===== config.mk =====
export PLATFORM = sky130hd
export DESIGN_NAME = ctb_tx_ctrl
export DESIGN_NICKNAME = d
export VERILOG_FILES = /design/src/hdl/ctb_pkg.sv /design/src/hdl/ctb_pick.sv /design/src/hdl/ctb_tx_ctrl.sv
export SDC_FILE = /design/constraint.sdc
export NUM_CORES = 1
export LEC_CHECK = 0
export BUFFER_PORTS_ARGS = -buffer_cell sky130_fd_sc_hd__buf_2
export CAP_MARGIN = 0
export CORE_ASPECT_RATIO = 1.75
export CORE_MARGIN = 8
export CORE_UTILIZATION = 40
export CTS_CLUSTER_SIZE = 12
export DETAILED_ROUTE_END_ITERATION = 6
export HOLD_SLACK_MARGIN = 0.05
export PLACE_DENSITY = 0.58
export SETUP_SLACK_MARGIN = 0.5
export SLEW_MARGIN = 5
export SYNTH_ARGS = -nofsm -noshare
export SYNTH_HDL_FRONTEND = slang
export SYNTH_SLANG_ARGS = --single-unit
export TNS_END_PERCENT = 10

===== constraint.sdc =====
create_clock -name clk_sys -period 7.72 [get_ports clk_sys]
set_input_delay 2.316 -clock clk_sys [delete_from_list [all_inputs] [get_ports clk_sys]]
set_output_delay 2.316 -clock clk_sys [all_outputs]
set_load 0.005 [all_outputs]

===== src/hdl/ctb_pkg.sv =====
/*
  Shared constants and carrier types for the transmit-buffer control block.
  Assumes a single 10 MHz device clock and an external protocol engine.
*/
package ctb_pkg;
  localparam int NUM_BUF = 3;
  // control register field positions
  localparam int BIT_ABORTED   = 6;
  localparam int BIT_ARB_LOST  = 5;
  localparam int BIT_TX_ERROR  = 4;
  localparam int BIT_TX_REQ    = 3;
  localparam int BIT_PRIO_HI   = 1;
  localparam int BIT_PRIO_LO   = 0;
  localparam logic [7:0] CTRL_RESET = 8'h00;
  localparam logic [1:0] PRIO_LOW   = 2'h0;
  localparam logic [1:0] BUF_NONE   = 2'h3;

  // register write request from the host side
  typedef struct packed {
    logic       wr;
    logic [1:0] idx;
    logic [7:0] data;
  } ctb_wr_t;

  // per-buffer outcome reported by the protocol engine
  typedef struct packed {
    logic       done_ok;
    logic       arb_lost;
    logic       bus_error;
  } ctb_evt_t;
endpackage : ctb_pkg


===== src/hdl/ctb_pick.sv =====
/*
  Priority picker: chooses one eligible buffer by priority, ties to higher number.
  Assumes purely combinational use on the device clock.
*/
`timescale 1ns/1ps
module ctb_pick
  import ctb_pkg::*;
#(
  parameter int N = 3
)
(
  // candidates
  input  wire logic [N-1:0]   eligible,
  input  wire logic [2*N-1:0] prio,
  // choice
  output logic                found,
  output logic [1:0]          pick
);
  // later (higher) index with equal priority overrides an earlier one
  always_comb
  begin
    logic [1:0] best;
    best  = PRIO_LOW;
    found = 1'b0;
    pick  = BUF_NONE;
    for (int i = 0; i < N; i++)
    begin
      if (eligible[i] && (!found || prio[2*i +: 2] >= best))
      begin
        found = 1'b1;
        best  = prio[2*i +: 2];
        pick  = 2'(i);
      end
    end
  end
endmodule : ctb_pick


===== src/hdl/ctb_tx_ctrl.sv =====
/*
  Transmit-buffer control, abort and status for three buffers.
  Assumes an SPI front end delivers register writes and a protocol engine
  requests start-of-frame and reports per-frame outcomes, all on clk_sys.
*/
// Overview of operation
// - clearing a buffer's request bit removes it from the pending set.
// - abort-all set aborts every pending buffer not yet started.
// - aborted flag sets only on abort-all, never on a direct request clear.
// - a started buffer's request bit cannot be cleared by software.
// - started frame losing arbitration or erroring retransmits despite abort.
// - arbitration-lost flag bit 5 set when the frame lost arbitration.
// - aborted flag zero after success, one after an abort.
// - software sets request bit 3; device clears it on successful send.
// - error in started frame sets error flag and global error flag, keeps request.
// - two-bit priority, 11 highest, 00 lowest, highest sent first.
// - equal priority picks the larger buffer number.
`timescale 1ns/1ps
module ctb_tx_ctrl
  import ctb_pkg::*;
#(
  parameter int N = NUM_BUF
)
(
  // clock and reset
  input  wire logic                clk_sys,
  input  wire logic                rst,
  // host register access
  input  ctb_pkg::ctb_wr_t         reg_wr,
  input  wire logic                abort_all_request,
  input  wire logic [1:0]          rd_idx,
  output logic [7:0]               rd_data,
  // protocol engine
  input  wire logic                sof_req,
  output logic                     sof_grant,
  output logic [1:0]               sof_buf,
  input  ctb_pkg::ctb_evt_t        evt,
  input  wire logic                evt_valid,
  // status
  output logic                     message_error_interrupt_flag,
  input  wire logic                clear_message_error,
  output logic [N-1:0]             transmit_request
);
  import ctb_pkg::*;

  logic [N-1:0]   message_aborted_flag;
  logic [N-1:0]   arbitration_lost_flag;
  logic [N-1:0]   transmit_error_flag;
  logic [2*N-1:0] buffer_priority;
  logic [N-1:0]   started;
  logic [1:0]     active_buf;
  logic           busy;
  logic [N-1:0]   eligible;
  logic           found;
  logic [1:0]     pick;

  //////////////////////////////////////////////////////////////////////////
  // selection: aborted buffers are masked out before the pick
  assign eligible = abort_all_request ? started & transmit_request
                                      : transmit_request;
  ctb_pick #(.N(N)) u_pick
  (
    .eligible (eligible & ~started),
    .prio     (buffer_priority),
    .found    (found),
    .pick     (pick)
  );
  // a retransmission of a started buffer goes ahead of any new pick
  always_comb
  begin
    sof_grant = 1'b0;
    sof_buf   = BUF_NONE;
    if (sof_req && !busy)
    begin
      if (|started)
      begin
        sof_grant = 1'b1;
        sof_buf   = active_buf;
      end
      else if (found)
      begin
        sof_grant = 1'b1;
        sof_buf   = pick;
      end
    end
  end

  //////////////////////////////////////////////////////////////////////////
  // frame in flight tracking
  always_ff @(posedge clk_sys or posedge rst)
  begin
    if (rst)
    begin
      busy       <= 1'b0;
      active_buf <= BUF_NONE;
      started    <= '0;
    end
    else
    begin
      if (sof_grant)
      begin
        busy              <= 1'b1;
        active_buf        <= sof_buf;
        started[sof_buf]  <= 1'b1;
      end
      else if (evt_valid && busy)
      begin
        busy <= 1'b0;
        if (evt.done_ok)
          started[active_buf] <= 1'b0;
      end
    end
  end

  //////////////////////////////////////////////////////////////////////////
  // per-buffer control bits; hardware events win over host writes
  always_ff @(posedge clk_sys or posedge rst)
  begin
    if (rst)
    begin
      transmit_request      <= '0;
      message_aborted_flag  <= '0;
      arbitration_lost_flag <= '0;
      transmit_error_flag   <= '0;
      buffer_priority       <= '0;
    end
    else
    begin
      for (int i = 0; i < N; i++)
      begin
        if (reg_wr.wr && reg_wr.idx == 2'(i))
        begin
          buffer_priority[2*i +: 2] <= reg_wr.data[BIT_PRIO_HI:BIT_PRIO_LO];
          if (reg_wr.data[BIT_TX_REQ])
          begin
            transmit_request[i]      <= 1'b1;
            message_aborted_flag[i]  <= 1'b0;
            arbitration_lost_flag[i] <= 1'b0;
            transmit_error_flag[i]   <= 1'b0;
          end
          else if (!started[i])
            transmit_request[i] <= 1'b0;
        end
        // abort-all drops pending, unstarted buffers and marks them
        if (abort_all_request && transmit_request[i] && !started[i])
        begin
          transmit_request[i]     <= 1'b0;
          message_aborted_flag[i] <= 1'b1;
        end
        if (evt_valid && busy && active_buf == 2'(i))
        begin
          if (evt.done_ok)
          begin
            transmit_request[i]     <= 1'b0;
            message_aborted_flag[i] <= 1'b0;
          end
          else if (evt.arb_lost)
            arbitration_lost_flag[i] <= 1'b1;
          else if (evt.bus_error)
            transmit_error_flag[i] <= 1'b1;
        end
      end
    end
  end

  //////////////////////////////////////////////////////////////////////////
  // global error flag, set wins over clear
  always_ff @(posedge clk_sys or posedge rst)
  begin
    if (rst)
      message_error_interrupt_flag <= 1'b0;
    else if (evt_valid && busy && !evt.done_ok && !evt.arb_lost && evt.bus_error)
      message_error_interrupt_flag <= 1'b1;
    else if (clear_message_error)
      message_error_interrupt_flag <= 1'b0;
  end

  //////////////////////////////////////////////////////////////////////////
  // registered read-back; unimplemented bits read zero
  always_ff @(posedge clk_sys or posedge rst)
  begin
    if (rst)
      rd_data <= CTRL_RESET;
    else
    begin
      rd_data <= CTRL_RESET;
      if (rd_idx < 2'(N))
      begin
        rd_data[BIT_ABORTED]  <= message_aborted_flag[rd_idx];
        rd_data[BIT_ARB_LOST] <= arbitration_lost_flag[rd_idx];
        rd_data[BIT_TX_ERROR] <= transmit_error_flag[rd_idx];
        rd_data[BIT_TX_REQ]   <= transmit_request[rd_idx];
        rd_data[BIT_PRIO_HI:BIT_PRIO_LO] <= buffer_priority[2*rd_idx +: 2];
      end
    end
  end

  //////////////////////////////////////////////////////////////////////////
  // checks
  AST_ABORT_NO_GRANT: assert property (@(posedge clk_sys) disable iff (rst)
    sof_grant && abort_all_request |-> started[sof_buf])
    else $error("aborted buffer granted");
  AST_ABORT_FLAG: assert property (@(posedge clk_sys) disable iff (rst)
    abort_all_request && transmit_request[0] && !started[0] |=> message_aborted_flag[0] && !transmit_request[0])
    else $error("abort-all missed buffer 0");
  AST_STARTED_KEEPS_REQ: assert property (@(posedge clk_sys) disable iff (rst)
    started[1] && !(evt_valid && evt.done_ok) |=> transmit_request[1])
    else $error("started request cleared");
  AST_DONE_CLEARS: assert property (@(posedge clk_sys) disable iff (rst)
    evt_valid && busy && evt.done_ok && !reg_wr.wr |=> !transmit_request[active_buf])
    else $error("request not cleared on success");
  AST_ERR_GLOBAL: assert property (@(posedge clk_sys) disable iff (rst)
    evt_valid && busy && evt.bus_error && !evt.done_ok && !evt.arb_lost |=> message_error_interrupt_flag)
    else $error("global error flag not set");
  AST_PICK_ORDER: assert property (@(posedge clk_sys) disable iff (rst)
    sof_grant && started == '0 && eligible[2] && buffer_priority[5:4] == buffer_priority[3:2]
      && buffer_priority[5:4] >= buffer_priority[1:0] |-> sof_buf == 2'h2)
    else $error("tie not resolved to larger buffer");
  AST_RETRY: assert property (@(posedge clk_sys) disable iff (rst)
    evt_valid && busy && evt.arb_lost && !evt.done_ok |=> started[$past(active_buf)])
    else $error("lost frame not kept for retry");
  AST_DIRECT_NO_MESSAGE_ABORTED_FLAG: assert property (@(posedge clk_sys) disable iff (rst)
    reg_wr.wr && reg_wr.idx == 2'h0 && !reg_wr.data[BIT_TX_REQ] && !abort_all_request
      && !message_aborted_flag[0] |=> !message_aborted_flag[0])
    else $error("direct clear set aborted flag");
endmodule : ctb_tx_ctrl


* Yosys cells after proc, flatten, opt, wreduce, memory -nomap -nowiden
Index checks and enable logic that the tools add are counted.
** Operators by class
- $lt $le $gt $ge :: 8
- Equal/unequal tests :: 4
- Shift-type cells :: 1
- Mux-type cells :: 102
- Bitwise operators :: 6
- Reduce and logical (&&, ||, !) cells :: 38
** Operators by type and width (number)
- 2-to-1 mux 1 bit :: 82
- logical AND 1 bit :: 21
- 2-to-1 mux 2 bit :: 9
- 2-to-1 mux 3 bit :: 4
- bitwise AND 3 bit :: 3
- < comparator 2 x 3 -> 1 bit (second input constant) :: 3
- binary-select mux 1 bit (select 2 bit) :: 4
- logical NOT 1 bit :: 8
- NOT 3 bit :: 2
- nonzero test 2 bit :: 3
- variable part select 6 x 4 -> 2 bit :: 1
- demux 1 bit (select 2 bit) :: 2
- == test 2 x 1 -> 1 bit (second input constant) :: 2
- == test 2 bit (second input constant) :: 2
- greater-or-equal comparator 2 x 1 -> 1 bit (second input constant) :: 2
- greater-or-equal comparator 2 bit :: 2
- logical NOT 2 bit :: 2
- 2-to-1 mux 4 bit :: 1
- bitwise OR 3 bit :: 1
- OR reduction 3 bit :: 1
- logical OR 1 bit :: 2
- < comparator 2 bit (second input constant) :: 1
- AND reduction 2 bit :: 1
** Word-level totals
- Register bits :: 31

* Logic depth before layout (Yosys ltp)
- Depth in word-level cells :: 21
- Gate-level depth with buffers :: 15
- Gate-level depth less buffers :: 15

* Hierarchy
From an unflattened synthesis, not the netlist that was laid out.
** Second synthesis, totals
- Cell total of the unflattened synthesis :: 168
- Area, all modules :: 1724.2 µm²
** Modules (own cells, without submodules)
- ctb_tx_ctrl :: instances 1, cells an instance 144, area an instance 1546.5 µm², seq. area each 778.2 µm²
- ctb_pick :: instances 1, cells an instance 24, area an instance 177.7 µm², seq. area each 0.0 µm²

* Worst setup path after synthesis
OpenSTA, ideal clock, no wires.
- Path kind :: in2out
- Start point :: input port abort_all_request
- End point :: output port sof_buf[0]
- Data arrival time :: 4.654 ns
- Data required time :: 5.404 ns
- Path slack :: 0.750 ns
- Stages :: 14
- Path through :: clkbuf_1 > nor3b_1 > ha_1 > nand2b_1 > a21o_1 > o21a_1 > a32oi_1 > nor2_1 > ha_1 > nor2b_1 > o221ai_2 > nor4b_2 > o31a_2 > inv_2
** Between the ends
- Longest elaborated chain between the ends :: 14
- Elaborated cells on any way between the ends :: 21
- Classes of those cells :: order compare: 2; mux: 12; bitwise: 1; reduce/logical: 6
** Ends and longest elaborated chain
- start: declaration :: line ctb_tx_ctrl.sv:30 : input wire logic abort_all_request,
- 2-to-1 mux 3 bit * :: line ctb_tx_ctrl.sv:59 : assign eligible = abort_all_request ? started & transmit_request
- bitwise AND 3 bit * :: line ctb_tx_ctrl.sv:63 : .eligible (eligible & ~started),
- 2-to-1 mux 2 bit or 2-to-1 mux 1 bit (tied branches) :: line ctb_pick.sv:28 : if (eligible[i] && (!found || prio[2*i +: 2] >= best))
- greater-or-equal comparator 2 bit or logical NOT 1 bit (tied branches) :: line ctb_pick.sv:28
- logical OR 1 bit :: line ctb_pick.sv:28
- logical AND 1 bit :: line ctb_pick.sv:28
- 2-to-1 mux 2 bit or 2-to-1 mux 1 bit (tied branches) :: line ctb_pick.sv:28
- greater-or-equal comparator 2 bit or logical NOT 1 bit (tied branches) :: line ctb_pick.sv:28
- logical OR 1 bit :: line ctb_pick.sv:28
- logical AND 1 bit :: line ctb_pick.sv:28
- 2-to-1 mux 2 bit or 2-to-1 mux 1 bit (tied branches) :: line ctb_pick.sv:28
- 2-to-1 mux 2 bit * :: line ctb_tx_ctrl.sv:80 : else if (found)
- 2-to-1 mux 2 bit * :: line ctb_tx_ctrl.sv:75 : if (|started)
- 2-to-1 mux 2 bit * :: line ctb_tx_ctrl.sv:73 : if (sof_req && !busy)
- end: declaration :: line ctb_tx_ctrl.sv:36 : output logic [1:0] sof_buf,
Mark *: on every way between the ends. The rest lies on a longest branch, timed or not.

* Worst setup path in the final report
Same ends and word-level chain as after synthesis.

==> metrics <==
Yosys warnings 0; crit path capture type output pin; layout cells sized above 1 32.2%; drt wl/cell between 15 and 20 µm; CP startpoint kind input pin; MaxCap Viol Count 0; P&R area growth vs syn 23.2%; worst-margin pin slew approximately 0.58 ns; FF-to-FF path depth 16; most common cell after layout, fill and taps aside dfrtp_1; FF-to-FF End started[2]$_DFFE_PP0P_; Initial Utilization between 40% and 50%; Post-Syn Area between 1500 and 2000 µm²; cell count after synthesis between 150 and 200; unrepaired setup endpoints after global routing true; number of global-route vias before repair between 1500 and 2000; worst skew pair latency 0.28 ns; Pre-Repair DR Iteration Count 5; IO buf count 29; Final WS setup between 0.6 and 0.7 ns; first-pass GRT wire length ~7.4 mm; largest net degree at the start of global routing 32; ant diodes 0; Synth async-reset ratio 100%; cell mode on critical path ha_1; sum of negative setup slack 0 ns; CTS tree done; worst hold path cell count 2; hold-fix buffers at CTS 0; nets@finish approximately 230; DIE AREA 6610 µm²; GRT Total Usage about 14%; Longest Clk Path Bufs 2; leak pwr 0.973 nW; Slew headroom 61.4%; VDD IR max 251 µV; Post-synth EDFFs 0; clock power share a little over a quarter; via count between 1000 and 1500; HPWL Detailed 3.32 mm; Layout Skew 0.00534 ns; H-tree depth 2; pwr/cell area approximately 300 nW/µm²; number of buffers created by CTS 5; Die H 102 µm; clock slew at reported path FFs 0.07 ns; vias per inst 5.23; Hold EP transmit_error_flag[1]$_DFF_PP0_; post-layout min period 7.11 ns; flop2flop setup slack roughly 4.4 ns; drt drc 0; Slew Viols, Final 0; switch share approximately 34%; Logic pwr share 29.5%; most frequent cells in the layout 29 x dfrtp_1, 27 x buf_2, 21 x nand2_1; gpl congestion around 0.82; CP max FO 4; Seq cells post-synth 31; Final Cycle Share 92.1%; clock root buffer clkbuf_8; initial drt markers 27; register share of total power about 44%; clock sinks 31; setup slack after placement roughly 0.43 ns; NetSw ~0.21 mW; post-synthesis cell type count 43; Hold WS approximately 0.49 ns; Synth Flop Type dfrtp_1; remaining global-route overflow 0; antenna violations before repair 0; Final Setup Violations 0; Fillers 412; Crit Path Class input pin to output pin; status finished clean; Mapped Avg Cell Area roughly 10 µm²; final hold vios 0; Worst Hold Launch transmit_error_flag[1]$_DFF_PP0_; WP data required about 5.4 ns; core area 4070 µm²; sequential area share after synthesis between 40% and 50%; final WL ~4.2 mm; Worst path slowest cell o31a_2; Peak Freq 141 MHz; Post-DRT Antenna Nets 0; Critical Path Max Stage Delay between 0.3 and 0.4 ns; crit path DAT 4.80 ns; Int Pwr between 0.4 and 0.5 mW; cell chain of the critical path buf_12 > nor3b_4 > ha_1 > nand2b_4 > a21o_1 > o21a_1 > a32oi_1 > nor2_1 > ha_1 > nor2b_2 > o221ai_2 > nor4b_4 > o31a_2 > inv_2 > buf_6; # rows 31; I/O pins 37; Hold/Removal Path Class flop to flop; RR Startpoint started[0]$_DFFE_PP0P_; Die W 65.0 µm
[how the worst max path moves through the flow]
stage | endpoint | start | cells after the start | slack (ns)
3_3_place_gp | sof_buf[0] | abort_all_request | 15 | 0.49
6_report | sof_buf[0] | abort_all_request | 15 | 0.61
2_1_floorplan | sof_buf[0] | abort_all_request | 14 | 0.75
3_5_place_dp | sof_buf[0] | abort_all_request | 15 | 0.43
5_1_grt | sof_buf[0] | abort_all_request | 15 | 0.48
4_1_cts | sof_buf[0] | abort_all_request | 15 | 0.51
[critical path: cells and delay by family]
family | cells | cell delay (ns)
buf+inv | 3 | 0.27
fa+ha+maj | 2 | 0.55
compound gates | 5 | 1.01
simple gates | 5 | 0.66
[state kept, by name, indices dropped and copies added, names as in the netlist]
signal and count:
arbitration_lost_flag 3, rd_data 6, buffer_priority 6, active_buf 2, started 3, transmit_error_flag 3, transmit_request 3, message_error_interrupt_flag 1
message_aborted_flag 3, busy 1
[per-layer routing]
metal	part of all wire (%)	vias up	global-route usage, %
li1	-	667	-
met1	40	648	15.1
met2	56	25	25.8
met3	3.4	5	3.99
met4	1.1	0	4.73
met5	0	-	0
[stage by stage]
| stage | power, mW | std cells | utilization [%] | cell area [µm²] |
|---|---|---|---|---|
| global placement | 0.442 | 245 | 45.8 | 1870 |
| floorplan | 0.382 | 172 | - | 1680 |
| global route | 0.670 | 257 | 50.8 | 2070 |
| finish | 0.625 | 257 | 50.8 | 2070 |
| detailed placement | 0.451 | 245 | 45.8 | 1870 |
| CTS | 0.619 | 253 | 48.9 | 1990 |
[synthesized netlist by cell type, drive strengths merged (2+ instances only)]
cell / count / area [µm²]
a21o: 2 / 15.0
a21oi: 7 / 35.0
a22oi: 2 / 15.0
a32o: 2 / 20.0
a32oi: 3 / 26.3
buf: 2 / 15.0
clkbuf: 4 / 15.0
dfrtp: 29 / 726
dfstp: 2 / 52.6
ha: 4 / 50.1
inv: 14 / 52.6
mux2: 6 / 67.6
mux2i: 7 / 70.1
nand2: 22 / 82.6
nand2b: 4 / 25.0
nand3: 2 / 10.0
nand3b: 2 / 15.0
nor2: 9 / 33.8
nor2b: 5 / 33.8
nor3: 3 / 26.3
nor3b: 3 / 22.5
o21a: 2 / 15.0
o21ai: 16 / 80.1
o22ai: 2 / 12.5
o31a: 2 / 18.8
o31ai: 2 / 33.8
or2: 4 / 25.0
[cell type report]
class | count | area [µm²] | share of cell area [%]
repair buffers | 34 | 204 | 9.86
flip-flops and latches | 31 | 778 | 37.6
well taps | 49 | 61.3 | 2.96
inverters | 14 | 52.6 | 2.54
clock buffers | 6 | 82.6 | 3.99
clock inverters | 2 | 35.0 | 1.69
multi-input cells | 121 | 855 | 41.3
[logic make-up after synthesis]
group | count (synthesis) | share of synthesized area, %
mux | 13 | 8.20
buf+inv | 20 | 4.92
simple gates | 58 | 18.6
compound gates | 44 | 18.7
fa+ha+maj | 4 | 2.98
other cells | 1 | 0.223
flops | 31 | 46.3
[power by group through the flow]
stage | Combinational, mW | Clock [mW] | Sequential [mW]
after global routing | 0.209 | 0.175 | 0.286
final | 0.185 | 0.165 | 0.275
after global placement | 0.167 | 0 | 0.276
after CTS | 0.175 | 0.169 | 0.275
after floorplan | 0.123 | 0 | 0.259
after detailed placement | 0.174 | 0 | 0.278
[what timing repair did]
item	CTS	global route
resized for setup	2	9
pin swaps	0	9
setup buffers	0	4
endpoints found under the setup margin	1	2
endpoints found under the hold margin	0	0
Power figures use the tool's default switching activity.
